<file path="config.mk">
export PLATFORM = sky130hd
export DESIGN_NAME = ltc_lin_trim_clamp
export DESIGN_NICKNAME = d
export VERILOG_FILES = /design/src/hdl/ltc_pkg.sv /design/src/hdl/ltc_lin_trim_clamp.sv
export SDC_FILE = /design/constraint.sdc
export NUM_CORES = 2
export LEC_CHECK = 0
export CAP_MARGIN = 40
export CELL_PAD_IN_SITES_DETAIL_PLACEMENT = 1
export CELL_PAD_IN_SITES_GLOBAL_PLACEMENT = 1
export CORE_MARGIN = 2
export CORE_UTILIZATION = 40
export CTS_CLUSTER_DIAMETER = 30
export DETAILED_ROUTE_END_ITERATION = 6
export DONT_BUFFER_PORTS = 1
export PLACE_DENSITY_LB_ADDON = 0.1
export RECOVER_POWER = 50
export REMOVE_ABC_BUFFERS = 1
export SLEW_MARGIN = 10
export SYNTH_ARGS = -nofsm -noshare
export SYNTH_HDL_FRONTEND = slang
export SYNTH_SLANG_ARGS = --single-unit
</file>
<file path="constraint.sdc">
create_clock -name mclk -period 24.1 [get_ports mclk]
set_clock_uncertainty 0.05 [all_clocks]
set_input_delay 2.41 -clock mclk [delete_from_list [all_inputs] [get_ports mclk]]
set_output_delay 2.41 -clock mclk [all_outputs]
set_load 0.01 [all_outputs]
</file>
<file path="src/hdl/ltc_pkg.sv">
// Constants, state encodings and the state record of the back end
package ltc_pkg;
  localparam int unsigned CLK_HZ    = 250_000_000;
  localparam int unsigned OUT_HZ    = 16_000;
  localparam int unsigned CHOP_HZ   = 128_000;
  localparam int unsigned CHECK_HZ  = 8_000;
  localparam int unsigned MS_PER_S  = 1_000;
  localparam int unsigned OUT_CYC   = CLK_HZ / OUT_HZ;
  localparam int unsigned CHOP_CYC  = CLK_HZ / CHOP_HZ;
  localparam int unsigned CHECK_CYC = CLK_HZ / CHECK_HZ;
  localparam int unsigned MS_CYC    = CLK_HZ / MS_PER_S;

  localparam logic [11:0] COIL_ON_MS = 12'h010;
  localparam logic [11:0] OFF_MS_F0  = 12'h000;
  localparam logic [11:0] OFF_MS_F1  = 12'h010;
  localparam logic [11:0] OFF_MS_F2  = 12'hFF0;
  localparam logic [1:0]  FREQ_NONE  = 2'h3;

  // Word indices; byte address is four times the index
  localparam logic [5:0] IDX_CLAMP  = 6'h08;
  localparam logic [5:0] IDX_COIL   = 6'h09;
  localparam logic [5:0] IDX_LINCTL = 6'h12;
  localparam logic [5:0] IDX_TRIM   = 6'h13;
  localparam logic [5:0] IDX_DIAG   = 6'h14;
  localparam logic [5:0] IDX_STATUS = 6'h15;
  localparam logic [5:0] IDX_TAB0   = 6'h20;

  localparam int LIN_EN_BIT = 12;
  localparam int BIN_BIT    = 13;
  localparam int OINV_BIT   = 14;
  localparam int IINV_BIT   = 15;
  localparam int FREQ_LSB   = 13;
  localparam int GAIN_LSB   = 0;
  localparam int QVO_LSB    = 12;
  localparam int CLH_LSB    = 0;
  localparam int CLL_LSB    = 12;
  localparam int DG_OV      = 0;
  localparam int DG_UV      = 1;
  localparam int DG_BIST    = 2;
  localparam int DG_RANGE   = 3;
  localparam int DG_COIL    = 4;
  localparam int DG_HIZ     = 5;
  localparam int DG_CBDIS   = 6;
  localparam int DG_CCDIS   = 7;
  localparam int DG_REF_LSB = 12;

  localparam logic [23:0] RST_CLAMP  = 24'h000000;
  localparam logic [23:0] RST_COIL   = 24'h000000;
  localparam logic [23:0] RST_LINCTL = 24'h000000;
  localparam logic [23:0] RST_TRIM   = 24'h000000;
  localparam logic [23:0] RST_DIAG   = 24'h80001F;

  localparam int NPTS      = 17;
  localparam int Y_FIRST   = -2048;
  localparam int Y_STEP    = 256;
  localparam int BIN_UNDER = -2304;
  localparam int EXT_LIM   = 2304;
  localparam int S12_MAX   = 2047;
  localparam int S12_MIN   = -2048;
  localparam int U_SHIFT   = 2048;
  localparam int CLAMP_TOP = 4096;
  localparam int DEV_RATIO = 10;
  localparam int GAIN_FRAC = 11;
  localparam logic [4:0] DIV_LAST = 5'h15;

  typedef enum logic [3:0] {
    LS_IDLE  = 4'b0001,
    LS_SETUP = 4'b0010,
    LS_DIV   = 4'b0100,
    LS_TRIM  = 4'b1000
  } ltc_lin_st_t;

  typedef enum logic [2:0] {
    CS_IDLE = 3'b001,
    CS_ON   = 3'b010,
    CS_OFF  = 3'b100
  } ltc_coil_st_t;

  typedef struct packed {
    logic [23:0]         clamp_reg;
    logic [23:0]         coil_reg;
    logic [23:0]         linctl_reg;
    logic [23:0]         trim_reg;
    logic [23:0]         diag_reg;
    logic [16:0][11:0]   tab;
    logic                ap_wr;
    logic [5:0]          ap_idx;
    logic [31:0]         rdata;
    logic [31:0]         out_cnt;
    logic [31:0]         ms_cnt;
    logic [31:0]         chop_cnt;
    logic [31:0]         chk_cnt;
    ltc_lin_st_t         lin_st;
    logic signed [12:0]  samp;
    logic signed [13:0]  y3;
    logic signed [13:0]  ybase;
    logic                qneg;
    logic [4:0]          step;
    logic [21:0]         num;
    logic [11:0]         den;
    logic [12:0]         rem;
    logic [21:0]         quo;
    logic [11:0]         result;
    logic [11:0]         out;
    logic                strobe;
    ltc_coil_st_t        coil_st;
    logic [11:0]         ms_left;
    logic                bist_run;
    logic                chop;
    logic                coil_err;
    logic                derr;
    logic                hiz;
    logic [2:0]          code;
  } ltc_state_t;

  localparam ltc_state_t ST_RESET = '{
    clamp_reg: RST_CLAMP, coil_reg: RST_COIL, linctl_reg: RST_LINCTL,
    trim_reg: RST_TRIM, diag_reg: RST_DIAG, lin_st: LS_IDLE,
    coil_st: CS_IDLE, default: '0};
endpackage : ltc_pkg

</file>
<file path="src/hdl/ltc_lin_trim_clamp.sv">
// Linearization, post trim, clamp and coil schedule with AHB-Lite registers
// Operation
// - Bin mode gives -2304 below lowest entry, +2048 above highest.
// - Table applies only when table-enable bit 12 at 0x12 is set.
// - Bit 13 at 0x12 selects binning instead of interpolation.
// - Bit 14 at 0x12 negates the linearization result.
// - Bit 15 at 0x12 negates the sample entering linearization.
// - Trim result is value times one plus gain, plus offset, 12-bit signed.
// - Gain trim is 0x13 bits 11:0, step 2^-11, range -1 to +2047/2048.
// - Offset trim is 0x13 bits 23:12, signed -2048 to +2047.
// - Signed sample becomes unsigned 0..4095 by adding 2048.
// - Above upper gives upper, below lower gives lower, else unchanged.
// - Upper limit is 4096 minus 0x8 bits 11:0.
// - Lower limit is 0x8 bits 23:12 directly.
// - Clamped samples go to the encoder at 16 kHz.
// - Per-source diagnostic enables; error is encoded or high impedance.
// - Coil setting below 3 alternates path at about 128 kHz.
// - Coil signal checked at 8 kHz; over 10% deviation forces error.
// - Coil-diagnostic disable bit suppresses reporting coil path errors.
// - Compensation disable stops compensation, coil checks keep running.
// - Coil on 16 ms; off 0, 16 or 4080 ms per 0x09 bits 14:13.
// - Coil setting 3 runs coil only after a self-test request.
// - Seventeen programmable 12-bit x points, fixed evenly spaced y.
// - Interpolate linearly, extrapolate ends, limit to -2304 and +2304.
// - Bin mode outputs y of highest entry not above the input.
`timescale 1ns/100ps
module ltc_lin_trim_clamp
  import ltc_pkg::*;
#(
  parameter int unsigned OUT_DIV   = OUT_CYC,
  parameter int unsigned CHOP_DIV  = CHOP_CYC,
  parameter int unsigned CHECK_DIV = CHECK_CYC,
  parameter int unsigned MS_DIV    = MS_CYC
) (
  input  wire logic        mclk,
  input  wire logic        nrst,
  input  wire logic        hsel,
  input  wire logic [31:0] haddr,
  input  wire logic [1:0]  htrans,
  input  wire logic        hwrite,
  input  wire logic [2:0]  hsize,
  input  wire logic [31:0] hwdata,
  input  wire logic        hready,
  output logic      [31:0] hrdata,
  output logic             hreadyout,
  output logic             hresp,
  input  wire logic [12:0] comp_sample,
  input  wire logic        ov_det,
  input  wire logic        uv_det,
  input  wire logic        bist_err,
  input  wire logic        range_err,
  input  wire logic        bist_req,
  input  wire logic [11:0] coil_meas,
  output logic      [11:0] out_sample,
  output logic             out_strobe,
  output logic             diag_err,
  output logic      [2:0]  diag_code,
  output logic             out_hiz,
  output logic             coil_stim_sel,
  output logic             coil_comp_en,
  output logic             coil_active
);

  ltc_state_t s;
  ltc_state_t n;

  function automatic logic signed [13:0] ltc_yv(input logic [4:0] j);
    return 14'(Y_FIRST + Y_STEP * int'(j));
  endfunction : ltc_yv

  function automatic logic signed [13:0] ltc_clip(
    input logic signed [23:0] v);
    if (v > 24'(EXT_LIM)) begin
      return 14'(EXT_LIM);
    end else if (v < -24'(EXT_LIM)) begin
      return -14'(EXT_LIM);
    end
    return v[13:0];
  endfunction : ltc_clip

  function automatic logic [31:0] ltc_rd(input ltc_state_t st,
                                         input logic [5:0] idx);
    logic [5:0] ti;
    ti = idx - IDX_TAB0;
    case (idx)
      IDX_CLAMP:  return {8'h00, st.clamp_reg};
      IDX_COIL:   return {8'h00, st.coil_reg};
      IDX_LINCTL: return {8'h00, st.linctl_reg};
      IDX_TRIM:   return {8'h00, st.trim_reg};
      IDX_DIAG:   return {8'h00, st.diag_reg};
      IDX_STATUS: return {16'h0000, st.coil_err, st.derr | st.hiz,
                          st.coil_st == CS_ON, st.lin_st != LS_IDLE,
                          st.out};
      default: begin
        if (idx >= IDX_TAB0 && ti < 6'(NPTS)) begin
          return {20'h00000, st.tab[ti[4:0]]};
        end
        return 32'h00000000;
      end
    endcase
  endfunction : ltc_rd

  always_comb begin
    logic                take;
    logic [4:0]          k;
    logic [4:0]          seg;
    logic signed [12:0]  xa;
    logic signed [12:0]  xb;
    logic signed [13:0]  dx;
    logic signed [13:0]  diff;
    logic [13:0]         ad;
    logic [12:0]         r;
    logic                qb;
    logic [21:0]         qn;
    logic signed [23:0]  yq;
    logic signed [14:0]  yi;
    logic signed [26:0]  prod;
    logic signed [27:0]  t;
    logic signed [11:0]  ts;
    logic [12:0]         u;
    logic [12:0]         up;
    logic [12:0]         lo;
    logic [1:0]          f;
    logic [11:0]         offt;
    logic [11:0]         dev;
    logic [11:0]         cref;
    logic                ms_tick;
    logic                coil_rep;
    logic [4:0]          src;
    logic [5:0]          wi;
    n    = s;
    take = hsel & htrans[1] & hready;
    k    = 5'h00;
    seg  = 5'h00;
    xa   = '0;
    xb   = '0;
    dx   = '0;
    diff = '0;
    ad   = '0;
    r    = {s.rem[11:0], s.num[21]};
    qb   = 1'b0;
    qn   = '0;
    yq   = '0;
    yi   = '0;
    prod = '0;
    t    = '0;
    ts   = '0;
    u    = '0;
    up   = '0;
    lo   = '0;
    f    = s.coil_reg[FREQ_LSB +: 2];
    offt = OFF_MS_F2;
    dev  = '0;
    cref = s.diag_reg[DG_REF_LSB +: 12];
    wi   = s.ap_idx - IDX_TAB0;
    ms_tick = s.ms_cnt >= MS_DIV - 1;
    coil_rep = s.coil_err & ~s.diag_reg[DG_CBDIS];
    src = {coil_rep & s.diag_reg[DG_COIL],
           range_err & s.diag_reg[DG_RANGE],
           bist_err & s.diag_reg[DG_BIST],
           uv_det & s.diag_reg[DG_UV],
           ov_det & s.diag_reg[DG_OV]};

    // Register write lands in the data phase
    if (s.ap_wr) begin
      case (s.ap_idx)
        IDX_CLAMP:  n.clamp_reg  = hwdata[23:0];
        IDX_COIL:   n.coil_reg   = hwdata[23:0];
        IDX_LINCTL: n.linctl_reg = hwdata[23:0];
        IDX_TRIM:   n.trim_reg   = hwdata[23:0];
        IDX_DIAG:   n.diag_reg   = hwdata[23:0];
        default: begin
          if (s.ap_idx >= IDX_TAB0 && wi < 6'(NPTS)) begin
            n.tab[wi[4:0]] = hwdata[11:0];
          end
        end
      endcase
    end
    n.ap_wr  = take & hwrite;
    n.ap_idx = haddr[7:2];
    // Read sees the write that finishes in the same cycle
    if (take & ~hwrite) begin
      n.rdata = ltc_rd(n, haddr[7:2]);
    end

    // Output period strobe
    n.strobe = 1'b0;
    if (s.out_cnt >= OUT_DIV - 1) begin
      n.out_cnt = '0;
      n.strobe  = 1'b1;
      n.out     = s.result;
      n.lin_st  = LS_SETUP;
      if (s.linctl_reg[IINV_BIT]) begin
        n.samp = ($signed(comp_sample) == -13'sd4096) ? 13'sd4095
                 : -$signed(comp_sample);
      end else begin
        n.samp = $signed(comp_sample);
      end
    end else begin
      n.out_cnt = s.out_cnt + 32'h00000001;
    end

    for (int j = 0; j < NPTS; j++) begin
      if ($signed(s.tab[j]) <= s.samp) begin
        k = k + 5'h01;
      end
    end
    if (k == 5'h00) begin
      seg = 5'h00;
    end else if (k >= 5'h10) begin
      seg = 5'h0F;
    end else begin
      seg = k - 5'h01;
    end
    xa   = 13'($signed(s.tab[seg]));
    xb   = 13'($signed(s.tab[seg + 5'h01]));
    dx   = 14'(xb) - 14'(xa);
    diff = 14'(s.samp) - 14'(xa);
    ad   = diff < 0 ? 14'(-diff) : 14'(diff);

    if (r >= {1'b0, s.den}) begin
      r  = r - {1'b0, s.den};
      qb = 1'b1;
    end
    qn = {s.quo[20:0], qb};

    case (s.lin_st)
      LS_IDLE: begin
      end
      LS_SETUP: begin
        n.lin_st = LS_TRIM;
        if (!s.linctl_reg[LIN_EN_BIT]) begin
          n.y3 = 14'(s.samp);
        end else if (s.linctl_reg[BIN_BIT]) begin
          n.y3 = (k == 5'h00) ? 14'(BIN_UNDER)
                 : ltc_yv(k - 5'h01);
        end else if (dx <= 0) begin
          // Equal or descending neighbours: take the upper y, or -2304/+2304 below/above the whole table, no division
          n.y3 = (k == 5'h00) ? -14'(EXT_LIM)
                 : (k == 5'(NPTS)) ? 14'(EXT_LIM)
                 : ltc_yv(seg + 5'h01);
        end else begin
          n.lin_st = LS_DIV;
          n.ybase  = ltc_yv(seg);
          n.qneg   = diff < 0;
          n.num    = {ad, 8'h00};
          n.den    = dx[11:0];
          n.rem    = '0;
          n.quo    = '0;
          n.step   = '0;
        end
      end
      LS_DIV: begin
        n.rem  = r;
        n.num  = {s.num[20:0], 1'b0};
        n.quo  = qn;
        n.step = s.step + 5'h01;
        if (s.step == DIV_LAST) begin
          yq = s.qneg ? 24'(s.ybase) - $signed({2'b00, qn})
               : 24'(s.ybase) + $signed({2'b00, qn});
          n.y3     = ltc_clip(yq);
          n.lin_st = LS_TRIM;
        end
      end
      LS_TRIM: begin
        yi = s.linctl_reg[OINV_BIT] ? -15'(s.y3) : 15'(s.y3);
        prod = yi * $signed(s.trim_reg[GAIN_LSB +: 12]);
        t = 28'(yi) + 28'(prod >>> GAIN_FRAC)
            + 28'($signed(s.trim_reg[QVO_LSB +: 12]));
        if (t > 28'(S12_MAX)) begin
          ts = 12'(S12_MAX);
        end else if (t < 28'(S12_MIN)) begin
          ts = 12'(S12_MIN);
        end else begin
          ts = t[11:0];
        end
        u  = 13'(14'(ts) + 14'(U_SHIFT));
        up = 13'(CLAMP_TOP) - {1'b0, s.clamp_reg[CLH_LSB +: 12]};
        lo = {1'b0, s.clamp_reg[CLL_LSB +: 12]};
        if (u > up) begin
          n.result = up[11:0];
        end else if (u < lo) begin
          n.result = lo[11:0];
        end else begin
          n.result = u[11:0];
        end
        n.lin_st = LS_IDLE;
      end
      default: n.lin_st = LS_IDLE;
    endcase

    // Millisecond base for the coil schedule
    n.ms_cnt = ms_tick ? '0 : s.ms_cnt + 32'h00000001;
    case (f)
      2'h0:    offt = OFF_MS_F0;
      2'h1:    offt = OFF_MS_F1;
      default: offt = OFF_MS_F2;
    endcase
    case (s.coil_st)
      CS_IDLE: begin
        if (f != FREQ_NONE) begin
          n.coil_st = CS_ON;
          n.ms_left = COIL_ON_MS;
        end else if (bist_req) begin
          n.coil_st  = CS_ON;
          n.ms_left  = COIL_ON_MS;
          n.bist_run = 1'b1;
        end
      end
      CS_ON: begin
        if (ms_tick) begin
          if (s.ms_left <= 12'h001) begin
            if (s.bist_run || f == FREQ_NONE) begin
              n.coil_st  = CS_IDLE;
              n.bist_run = 1'b0;
            end else if (offt == 12'h000) begin
              n.ms_left = COIL_ON_MS;
            end else begin
              n.coil_st = CS_OFF;
              n.ms_left = offt;
            end
          end else begin
            n.ms_left = s.ms_left - 12'h001;
          end
        end
      end
      CS_OFF: begin
        if (f == FREQ_NONE) begin
          n.coil_st = CS_IDLE;
        end else if (ms_tick) begin
          if (s.ms_left <= 12'h001) begin
            n.coil_st = CS_ON;
            n.ms_left = COIL_ON_MS;
          end else begin
            n.ms_left = s.ms_left - 12'h001;
          end
        end
      end
      default: n.coil_st = CS_IDLE;
    endcase

    // Path time-share and monitor run only while the coil is on
    n.chop_cnt = (s.chop_cnt >= CHOP_DIV - 1) ? '0
                 : s.chop_cnt + 32'h00000001;
    n.chk_cnt  = (s.chk_cnt >= CHECK_DIV - 1) ? '0
                 : s.chk_cnt + 32'h00000001;
    if (s.coil_st != CS_ON) begin
      n.chop = 1'b0;
    end else if (s.chop_cnt >= CHOP_DIV - 1) begin
      n.chop = ~s.chop;
    end
    if (s.coil_st == CS_ON && s.chk_cnt >= CHECK_DIV - 1) begin
      dev = (coil_meas > cref) ? coil_meas - cref : cref - coil_meas;
      n.coil_err = 16'(dev) * 16'(DEV_RATIO) > 16'(cref);
    end

    n.derr = (|src) & ~s.diag_reg[DG_HIZ];
    n.hiz  = (|src) & s.diag_reg[DG_HIZ];
    if (src[0]) begin
      n.code = 3'h1;
    end else if (src[1]) begin
      n.code = 3'h2;
    end else if (src[2]) begin
      n.code = 3'h3;
    end else if (src[3]) begin
      n.code = 3'h4;
    end else if (src[4]) begin
      n.code = 3'h5;
    end else begin
      n.code = 3'h0;
    end
  end

  always_ff @(posedge mclk or negedge nrst) begin
    if (!nrst) begin
      s <= ST_RESET;
    end else begin
      s <= n;
    end
  end

  // Zero wait states, never an error response
  assign hreadyout     = 1'b1;
  assign hresp         = 1'b0;
  assign hrdata        = s.rdata;
  assign out_sample    = s.out;
  assign out_strobe    = s.strobe;
  assign diag_err      = s.derr;
  assign diag_code     = s.code;
  assign out_hiz       = s.hiz;
  assign coil_stim_sel = s.chop;
  assign coil_active   = s.coil_st == CS_ON;
  assign coil_comp_en  = coil_active & ~s.diag_reg[DG_CCDIS];
endmodule : ltc_lin_trim_clamp

</file>
## Yosys cells after proc, flatten, opt, wreduce, memory -nomap -nowiden

Cells that the tools add are included.

- Input port bits: 104
- Output and inout port bits: 55
- Word-level logic and storage cells: 337
- Flip-flop bits (word level): 657

- Bitwise operators: 21
- Muxes and demuxes: 114
- Equal/unequal tests: 43
- Reductions and logical operators: 21
- Order comparisons: 43
- Add/subtract/negate cells: 43
- Multiply operators: 2

Operators by type and width:

| cell | count |
|---|---|
| 2-to-1 mux 204 bit | 2 |
| 2-to-1 mux 324 bit | 1 |
| 2-to-1 mux 74 bit | 3 |
| <= comparator 12 x 13 -> 1 bit | 17 |
| bitwise mux 204 bit | 1 |
| 2-to-1 mux 12 bit | 16 |
| 2-to-1 mux 32 bit | 6 |
| one-hot mux 32 bit (6 select lines) | 1 |
| binary-select mux 12 bit (select 5 bit) | 3 |
| 2-to-1 mux 14 bit | 11 |
| 2-to-1 mux 24 bit | 6 |
| adder 32 x 1 -> 32 bit, second input constant | 4 |
| adder 5 x 1 -> 5 bit, second input constant | 18 |
| 2-to-1 mux 5 bit | 18 |
| one-hot mux 34 bit (2 select lines) | 1 |
| demux 12 bit (select 5 bit) | 1 |
| one-hot mux 27 bit (2 select lines) | 1 |
| 2-to-1 mux 15 bit | 3 |
| adder 12 x 14 -> 14 bit, first input constant | 3 |
| == test 6 x 5 -> 1 bit, second input constant | 7 |
| one-hot mux 12 bit (3 select lines) | 1 |
| subtractor 12 bit | 3 |
| >= comparator 32 x 11 -> 1 bit, second input constant | 1 |
| >= comparator 32 x 14 -> 1 bit, second input constant | 1 |
| 79 further kinds | 158 |

## Longest topological paths before layout

- Depth after elaboration: 46
- Depth in mapped cells: 108

## Worst setup path after synthesis

OpenSTA, ideal clock, no wires.

- Path kind: reg2reg
- Start point: reg s[152] in the netlist's numbering
- End point: reg s[136] in the netlist's numbering
- Stages on the path, launching flop included: 102
- Required time: 23925 ps
- Period minus slack after synthesis: 18810 ps
- Setup time: 125 ps
- Arrival time: 18636 ps
- Path slack: 5290 ps
- Cell sequence: dfrtp_1 -> inv_1 -> ha_1 -> nor2b_1 -> o21ai_0 -> nand2b_1 -> a21oi_1 -> nor2b_1 -> o21ai_0 -> nand2b_1 -> a21oi_1 -> nor2b_1 -> o21ai_0 -> nand2b_1 -> a21oi_1 -> nor2b_1 -> o21ai_0 -> and3_1 -> [... 66 more ...] -> o211ai_1 -> o221a_1 -> ha_1 -> inv_1 -> fa_1 -> a21o_1 -> a21oi_1 -> o21ai_0 -> a21oi_1 -> xnor2_1 -> or4_1 -> or4_1 -> o31ai_1 -> or2_2 -> or4_1 -> clkbuf_1 -> clkbuf_1 -> mux2_2

- Cells in the longest elaborated chain, start to end: 44
- Elaborated cells between the ends (all ways): 65
- Those cells by class: add/sub: 20; order compare: 19; mux: 23; bitwise: 1; reduce/logical: 2

RTL lines:

| item | line | RTL |
|---|---|---|
| start, declared | ltc_lin_trim_clamp.sv:64 | `ltc_state_t s;` |
| start signal, assigned | ltc_lin_trim_clamp.sv:378 | `s <= n;` |
| <= comparator 12 x 13 -> 1 bit | ltc_lin_trim_clamp.sv:204 | `if ($signed(s.tab[j]) <= s.samp) begin` |
| 2-to-1 mux 1 bit | ltc_lin_trim_clamp.sv:204 |  |
| adder 5 x 1 -> 5 bit | ltc_lin_trim_clamp.sv:205 | `k = k + 5'h01;` |
| 2-to-1 mux 5 bit | ltc_lin_trim_clamp.sv:204 |  |
| adder 5 x 1 -> 5 bit | ltc_lin_trim_clamp.sv:205 |  |
| 2-to-1 mux 5 bit | ltc_lin_trim_clamp.sv:204 |  |
| adder 5 x 1 -> 5 bit | ltc_lin_trim_clamp.sv:205 |  |
| 2-to-1 mux 5 bit | ltc_lin_trim_clamp.sv:204 |  |
| [... 28 more ...] | n/a |  |
| 2-to-1 mux 5 bit * | ltc_lin_trim_clamp.sv:208 | `if (k == 5'h00) begin` |
| adder 5 x 1 -> 5 bit | ltc_lin_trim_clamp.sv:216 | `xb = 13'($signed(s.tab[seg + 5'h01]));` |
| binary-select mux 12 bit (select 5 bit) | ltc_lin_trim_clamp.sv:216 |  |
| 2-to-1 mux 12 bit (not written as such) | ltc_lin_trim_clamp.sv:216 |  |
| subtractor 12 x 12 -> 13 bit | ltc_lin_trim_clamp.sv:217 | `dx = 14'(xb) - 14'(xa);` |
| <= comparator 13 x 1 -> 1 bit | ltc_lin_trim_clamp.sv:237 | `end else if (dx <= 0) begin` |
| inverter 1 bit (no line) | n/a |  |
| AND reduction 4 bit (no line) | n/a |  |

Mark *: on every way between the ends. The rest lies on a longest branch, timed or not. The select of a mux whose other input is x is not followed.
A chain may end at the register's enable or synchronous reset.

## Worst setup path after layout

- Start point: reg s[153] in the netlist's numbering
- End point: reg s[70] in the netlist's numbering

- Cells in the longest elaborated chain, start to end: 44
- Elaborated cells between the ends (all ways): 64
- Those cells by class: add/sub: 19; order compare: 19; eq/ne: 1; mux: 23; reduce/logical: 2

RTL lines:

| item | line |
|---|---|
| <= comparator 12 x 13 -> 1 bit | ltc_lin_trim_clamp.sv:204 |
| 2-to-1 mux 1 bit | ltc_lin_trim_clamp.sv:204 |
| adder 5 x 1 -> 5 bit | ltc_lin_trim_clamp.sv:205 |
| 2-to-1 mux 5 bit | ltc_lin_trim_clamp.sv:204 |
| adder 5 x 1 -> 5 bit | ltc_lin_trim_clamp.sv:205 |
| 2-to-1 mux 5 bit | ltc_lin_trim_clamp.sv:204 |
| adder 5 x 1 -> 5 bit | ltc_lin_trim_clamp.sv:205 |
| 2-to-1 mux 5 bit | ltc_lin_trim_clamp.sv:204 |
| [... 28 more ...] | n/a |
| 2-to-1 mux 5 bit * | ltc_lin_trim_clamp.sv:208 |
| adder 5 x 1 -> 5 bit | ltc_lin_trim_clamp.sv:216 |
| binary-select mux 12 bit (select 5 bit) | ltc_lin_trim_clamp.sv:216 |
| 2-to-1 mux 12 bit (not written as such) | ltc_lin_trim_clamp.sv:216 |
| subtractor 12 x 12 -> 13 bit * | ltc_lin_trim_clamp.sv:217 |
| <= comparator 13 x 1 -> 1 bit * | ltc_lin_trim_clamp.sv:237 |
| inequality test 2 bit (no line) * | n/a |
| AND reduction 4 bit (no line) * | n/a |

Marks and branches as above.

==> qor.txt <==
status = finished, violations left
failing checks = DRC, capacitance limit, slew limit
worst path required time = 24.71 ns
RSZ-0062 raised after global routing = no
FF-to-FF path depth = 101
Critical R2R Launch = s[153]
Most used DFF post-synth = dfrtp_1
clock buffers created by TritonCTS = 167
core area = 130000 µm²
Arr. time, crit path = 22.97 ns
Crit. End Element = flop
Place WS = 1.86 ns
Hold Crit Depth = 2
Seq/Total Area, Yosys = 30.2%
synth unique cells = 114
first-pass GRT wire length = 293 mm
CP max stage delay = 0.50 ns
Crit. Startpoint = s[153]
port buffer count = 0
detailed router's first-iteration violation count = 3216
DRC Markers = 1
layout cell share with drive strength beyond 1 = 11.9%
P&R area growth vs syn = 15.4%
mean post-synth cell area = 9.67 µm²
Slew @ Worst Pin = 11.04 ns
DP Area = 54500 µm²
#FFs+latches synth = 633
setup ws final = 1.74 ns
row count = 132
Buffers & Inverters on Critical Path = 12
CTS Sinks = 633
die footprint = 134000 µm²
CTS Buffer Depth = 3
drt total wl = 194 mm
Async SR Flop Fraction = 100%
Nets = 6230
most frequent CP cell = ha_1
Final period util = 92.8%
vias in the first global route = 45500
Worst-Skew Late Latency = 0.81 ns
Starting Density = 40.4%
Synth Cell Area = 52400 µm²
Routed Antenna Nets = 0
Synth Instances = 5421
Via density = 5.88
final-report setup violation count = 0
cell taking the most area after synthesis = dfrtp_1
max-cap violation count = 6
clk slew on worst S/H paths = 0.05 ns
Fin. Hold Viols = 0
DP Wirelength = 141 mm
Setup crit start kind = flop
pin count of the biggest net entering global routing = 634
GRT overflow = 0
initial antenna violation count = 8
I/O pin count = 159
hold crit path type = reg2reg
Post-synth EDFFs = 0
gp weighted congestion = 0.940
drt pass-1 iters = 7
minimum clock period = 22.36 ns
# fillers = 14500
share of the synthesized area in the top cell type = 29.8%
CP max FO = 33
Stages on worst setup path = 101
Slew HR = -636%
die height = 366 µm
delay-heaviest family, CP = compound AO/OA/AOI/OAI gates
worst min-delay path startpoint = s[39]
worst setup path class = reg2reg
Fin Setup TNS = 0 ns
Vias = 43300
H-Tree Level Count = 4
Die X = 366 µm
YS warnings = 0
post-route cell area = 60500 µm²
Avg WL per Cell = 26.3 µm
CTS tree = built
GRT Util Overall = 28.8%
Setup Fix Bufs, Post-CTS = 0
Fmax = 0.0447 GHz
Slew Viols, Final = 315
critical path's slowest cell = ha_1
CTS root buf = clkbuf_16
cells taking the most area after synthesis = dfrtp_1 30%, ha_1 11%, mux2_2 8.3%, fa_1 7.2%, mux2i_1 3.8%
==> cell usage in the layout, fill, tap and decap left out, types with 126 or more instances in the layout <==
cell type  synthesis  layout
nand3_1          126     126
inv_1            389     389
ha_1             461     461
clkbuf_16          0     167
mux2i_1          197     197
nor2_1           251     249
dfrtp_1          625     625
nand2_1          508     507
fa_1             189     189
mux2_2           387     178
xnor2_1          171     169
a21oi_1          202     202
o21ai_0          214     214
mux2_1             0     209
==> synthesized netlist by cell type, types with 19 or more instances <==
| library cell | number |
|---|---|
| o22ai_1 | 46 |
| nor2b_1 | 58 |
| nand2_1 | 508 |
| a22oi_1 | 55 |
| o31ai_1 | 22 |
| nor4_1 | 54 |
| buf_4 | 52 |
| a31oi_1 | 69 |
| buf_1 | 19 |
| a21o_1 | 74 |
| fa_1 | 189 |
| nand4_1 | 67 |
| and3_1 | 47 |
| and2_1 | 62 |
| dfrtp_1 | 625 |
| o211ai_1 | 28 |
| o21ai_0 | 214 |
| o22a_1 | 23 |
| nor2_1 | 251 |
| a22o_1 | 20 |
| nor3_1 | 68 |
| xnor2_1 | 171 |
| a32oi_1 | 46 |
| mux2_2 | 387 |
| o21bai_1 | 43 |
| a21oi_1 | 202 |
| clkbuf_1 | 211 |
| ha_1 | 461 |
| o21a_1 | 36 |
| buf_2 | 19 |
| xor2_1 | 87 |
| nand3_1 | 126 |
| mux2i_1 | 197 |
| inv_1 | 389 |
| a211oi_1 | 53 |
| nand2b_1 | 63 |
==> path summary, 6_finish.rpt <==
check                      slack [ns]             to
max                              1.74          s[70]
min                              0.42  out_sample[3]
max reg2reg                      1.74          s[70]
min reg2reg                      0.42  out_sample[3]
max in group asynchronous       11.69         s[497]
min in group asynchronous        1.28          s[59]
==> worst reg2reg max path, delay by kind of cell, from the launching register on <==
kind | cells | cell delay [ns]
buffers and inverters | 12 | 2.41
AOI/OAI and AO/OA | 33 | 6.69
adders and majority gates | 20 | 6.01
and+or+nand+nor | 31 | 5.44
DFF | 1 | 0.42
muxes | 3 | 0.78
xor gates and xnor gates | 2 | 0.45
==> layer usage <==
layer | up-vias | routed length [µm] | share of wire, % | global-route usage, %
met5 | - | 23 | 0.012 | 0
met1 | 22200 | 88500 | 46 | 39.9
li1 | 19500 | - | - | -
met4 | 4 | 6490 | 3.3 | 9.63
met2 | 1214 | 86100 | 44 | 44.6
met3 | 311 | 12900 | 6.7 | 5.81
==> registers in the layout, summed over array words and instances, names as in the netlist <==
register / flops
s: 590
hrdata: 24
out_sample: 12
diag_code: 3
coil_stim_sel: 1
diag_err: 1
out_hiz: 1
out_strobe: 1
==> stage by stage <==
stage                     cells  util [%]  hold WS [ns]
after floorplan            5197         -         0.366
after global placement     7030      41.9         0.401
after detailed placement   7046      42.0         0.411
after CTS                  7356      46.7         0.413
after global routing       7359      46.6         0.443
final                      7362      46.6         0.419
==> kinds of logic (layout without fill, tap and decap cells) <==
group	Yosys count	in the layout	synth area share, %
AOI/OAI and AO/OA	1116	1116	14.8
adders and majority gates	650	650	18.2
and+or+nand+nor	1446	1446	13.6
buffers and inverters	699	817	5.44
muxes	600	600	12.8
xor gates and xnor gates	275	275	4.99
DFF	633	633	30.2
other	2	83	0.0143
==> final cells by class <==
class                           instances  area [µm²]  share of cell area [%]
Tap cell                             1742        2180                    3.60
Sequential cell                       633       15900                    26.2
Inverter                              397        1500                    2.47
Antenna cell                            3        7.51                  0.0124
Clock buffer                          213        4620                    7.64
Multi-Input combinational cell       4167       34100                    56.4
Clock inverter                         97        1440                    2.38
Timing Repair Buffer                  110         815                    1.35
==> repair_timing <==
item,CTS,global route
setup endpoints to repair,0,33
gates resized for setup,0,1
hold endpoints to repair,0,0
hold buffers,0,0
Power is left out: the tool's default activity adds up to more than one toggle a clock period on the data nets, which glitch-free logic cannot reach.
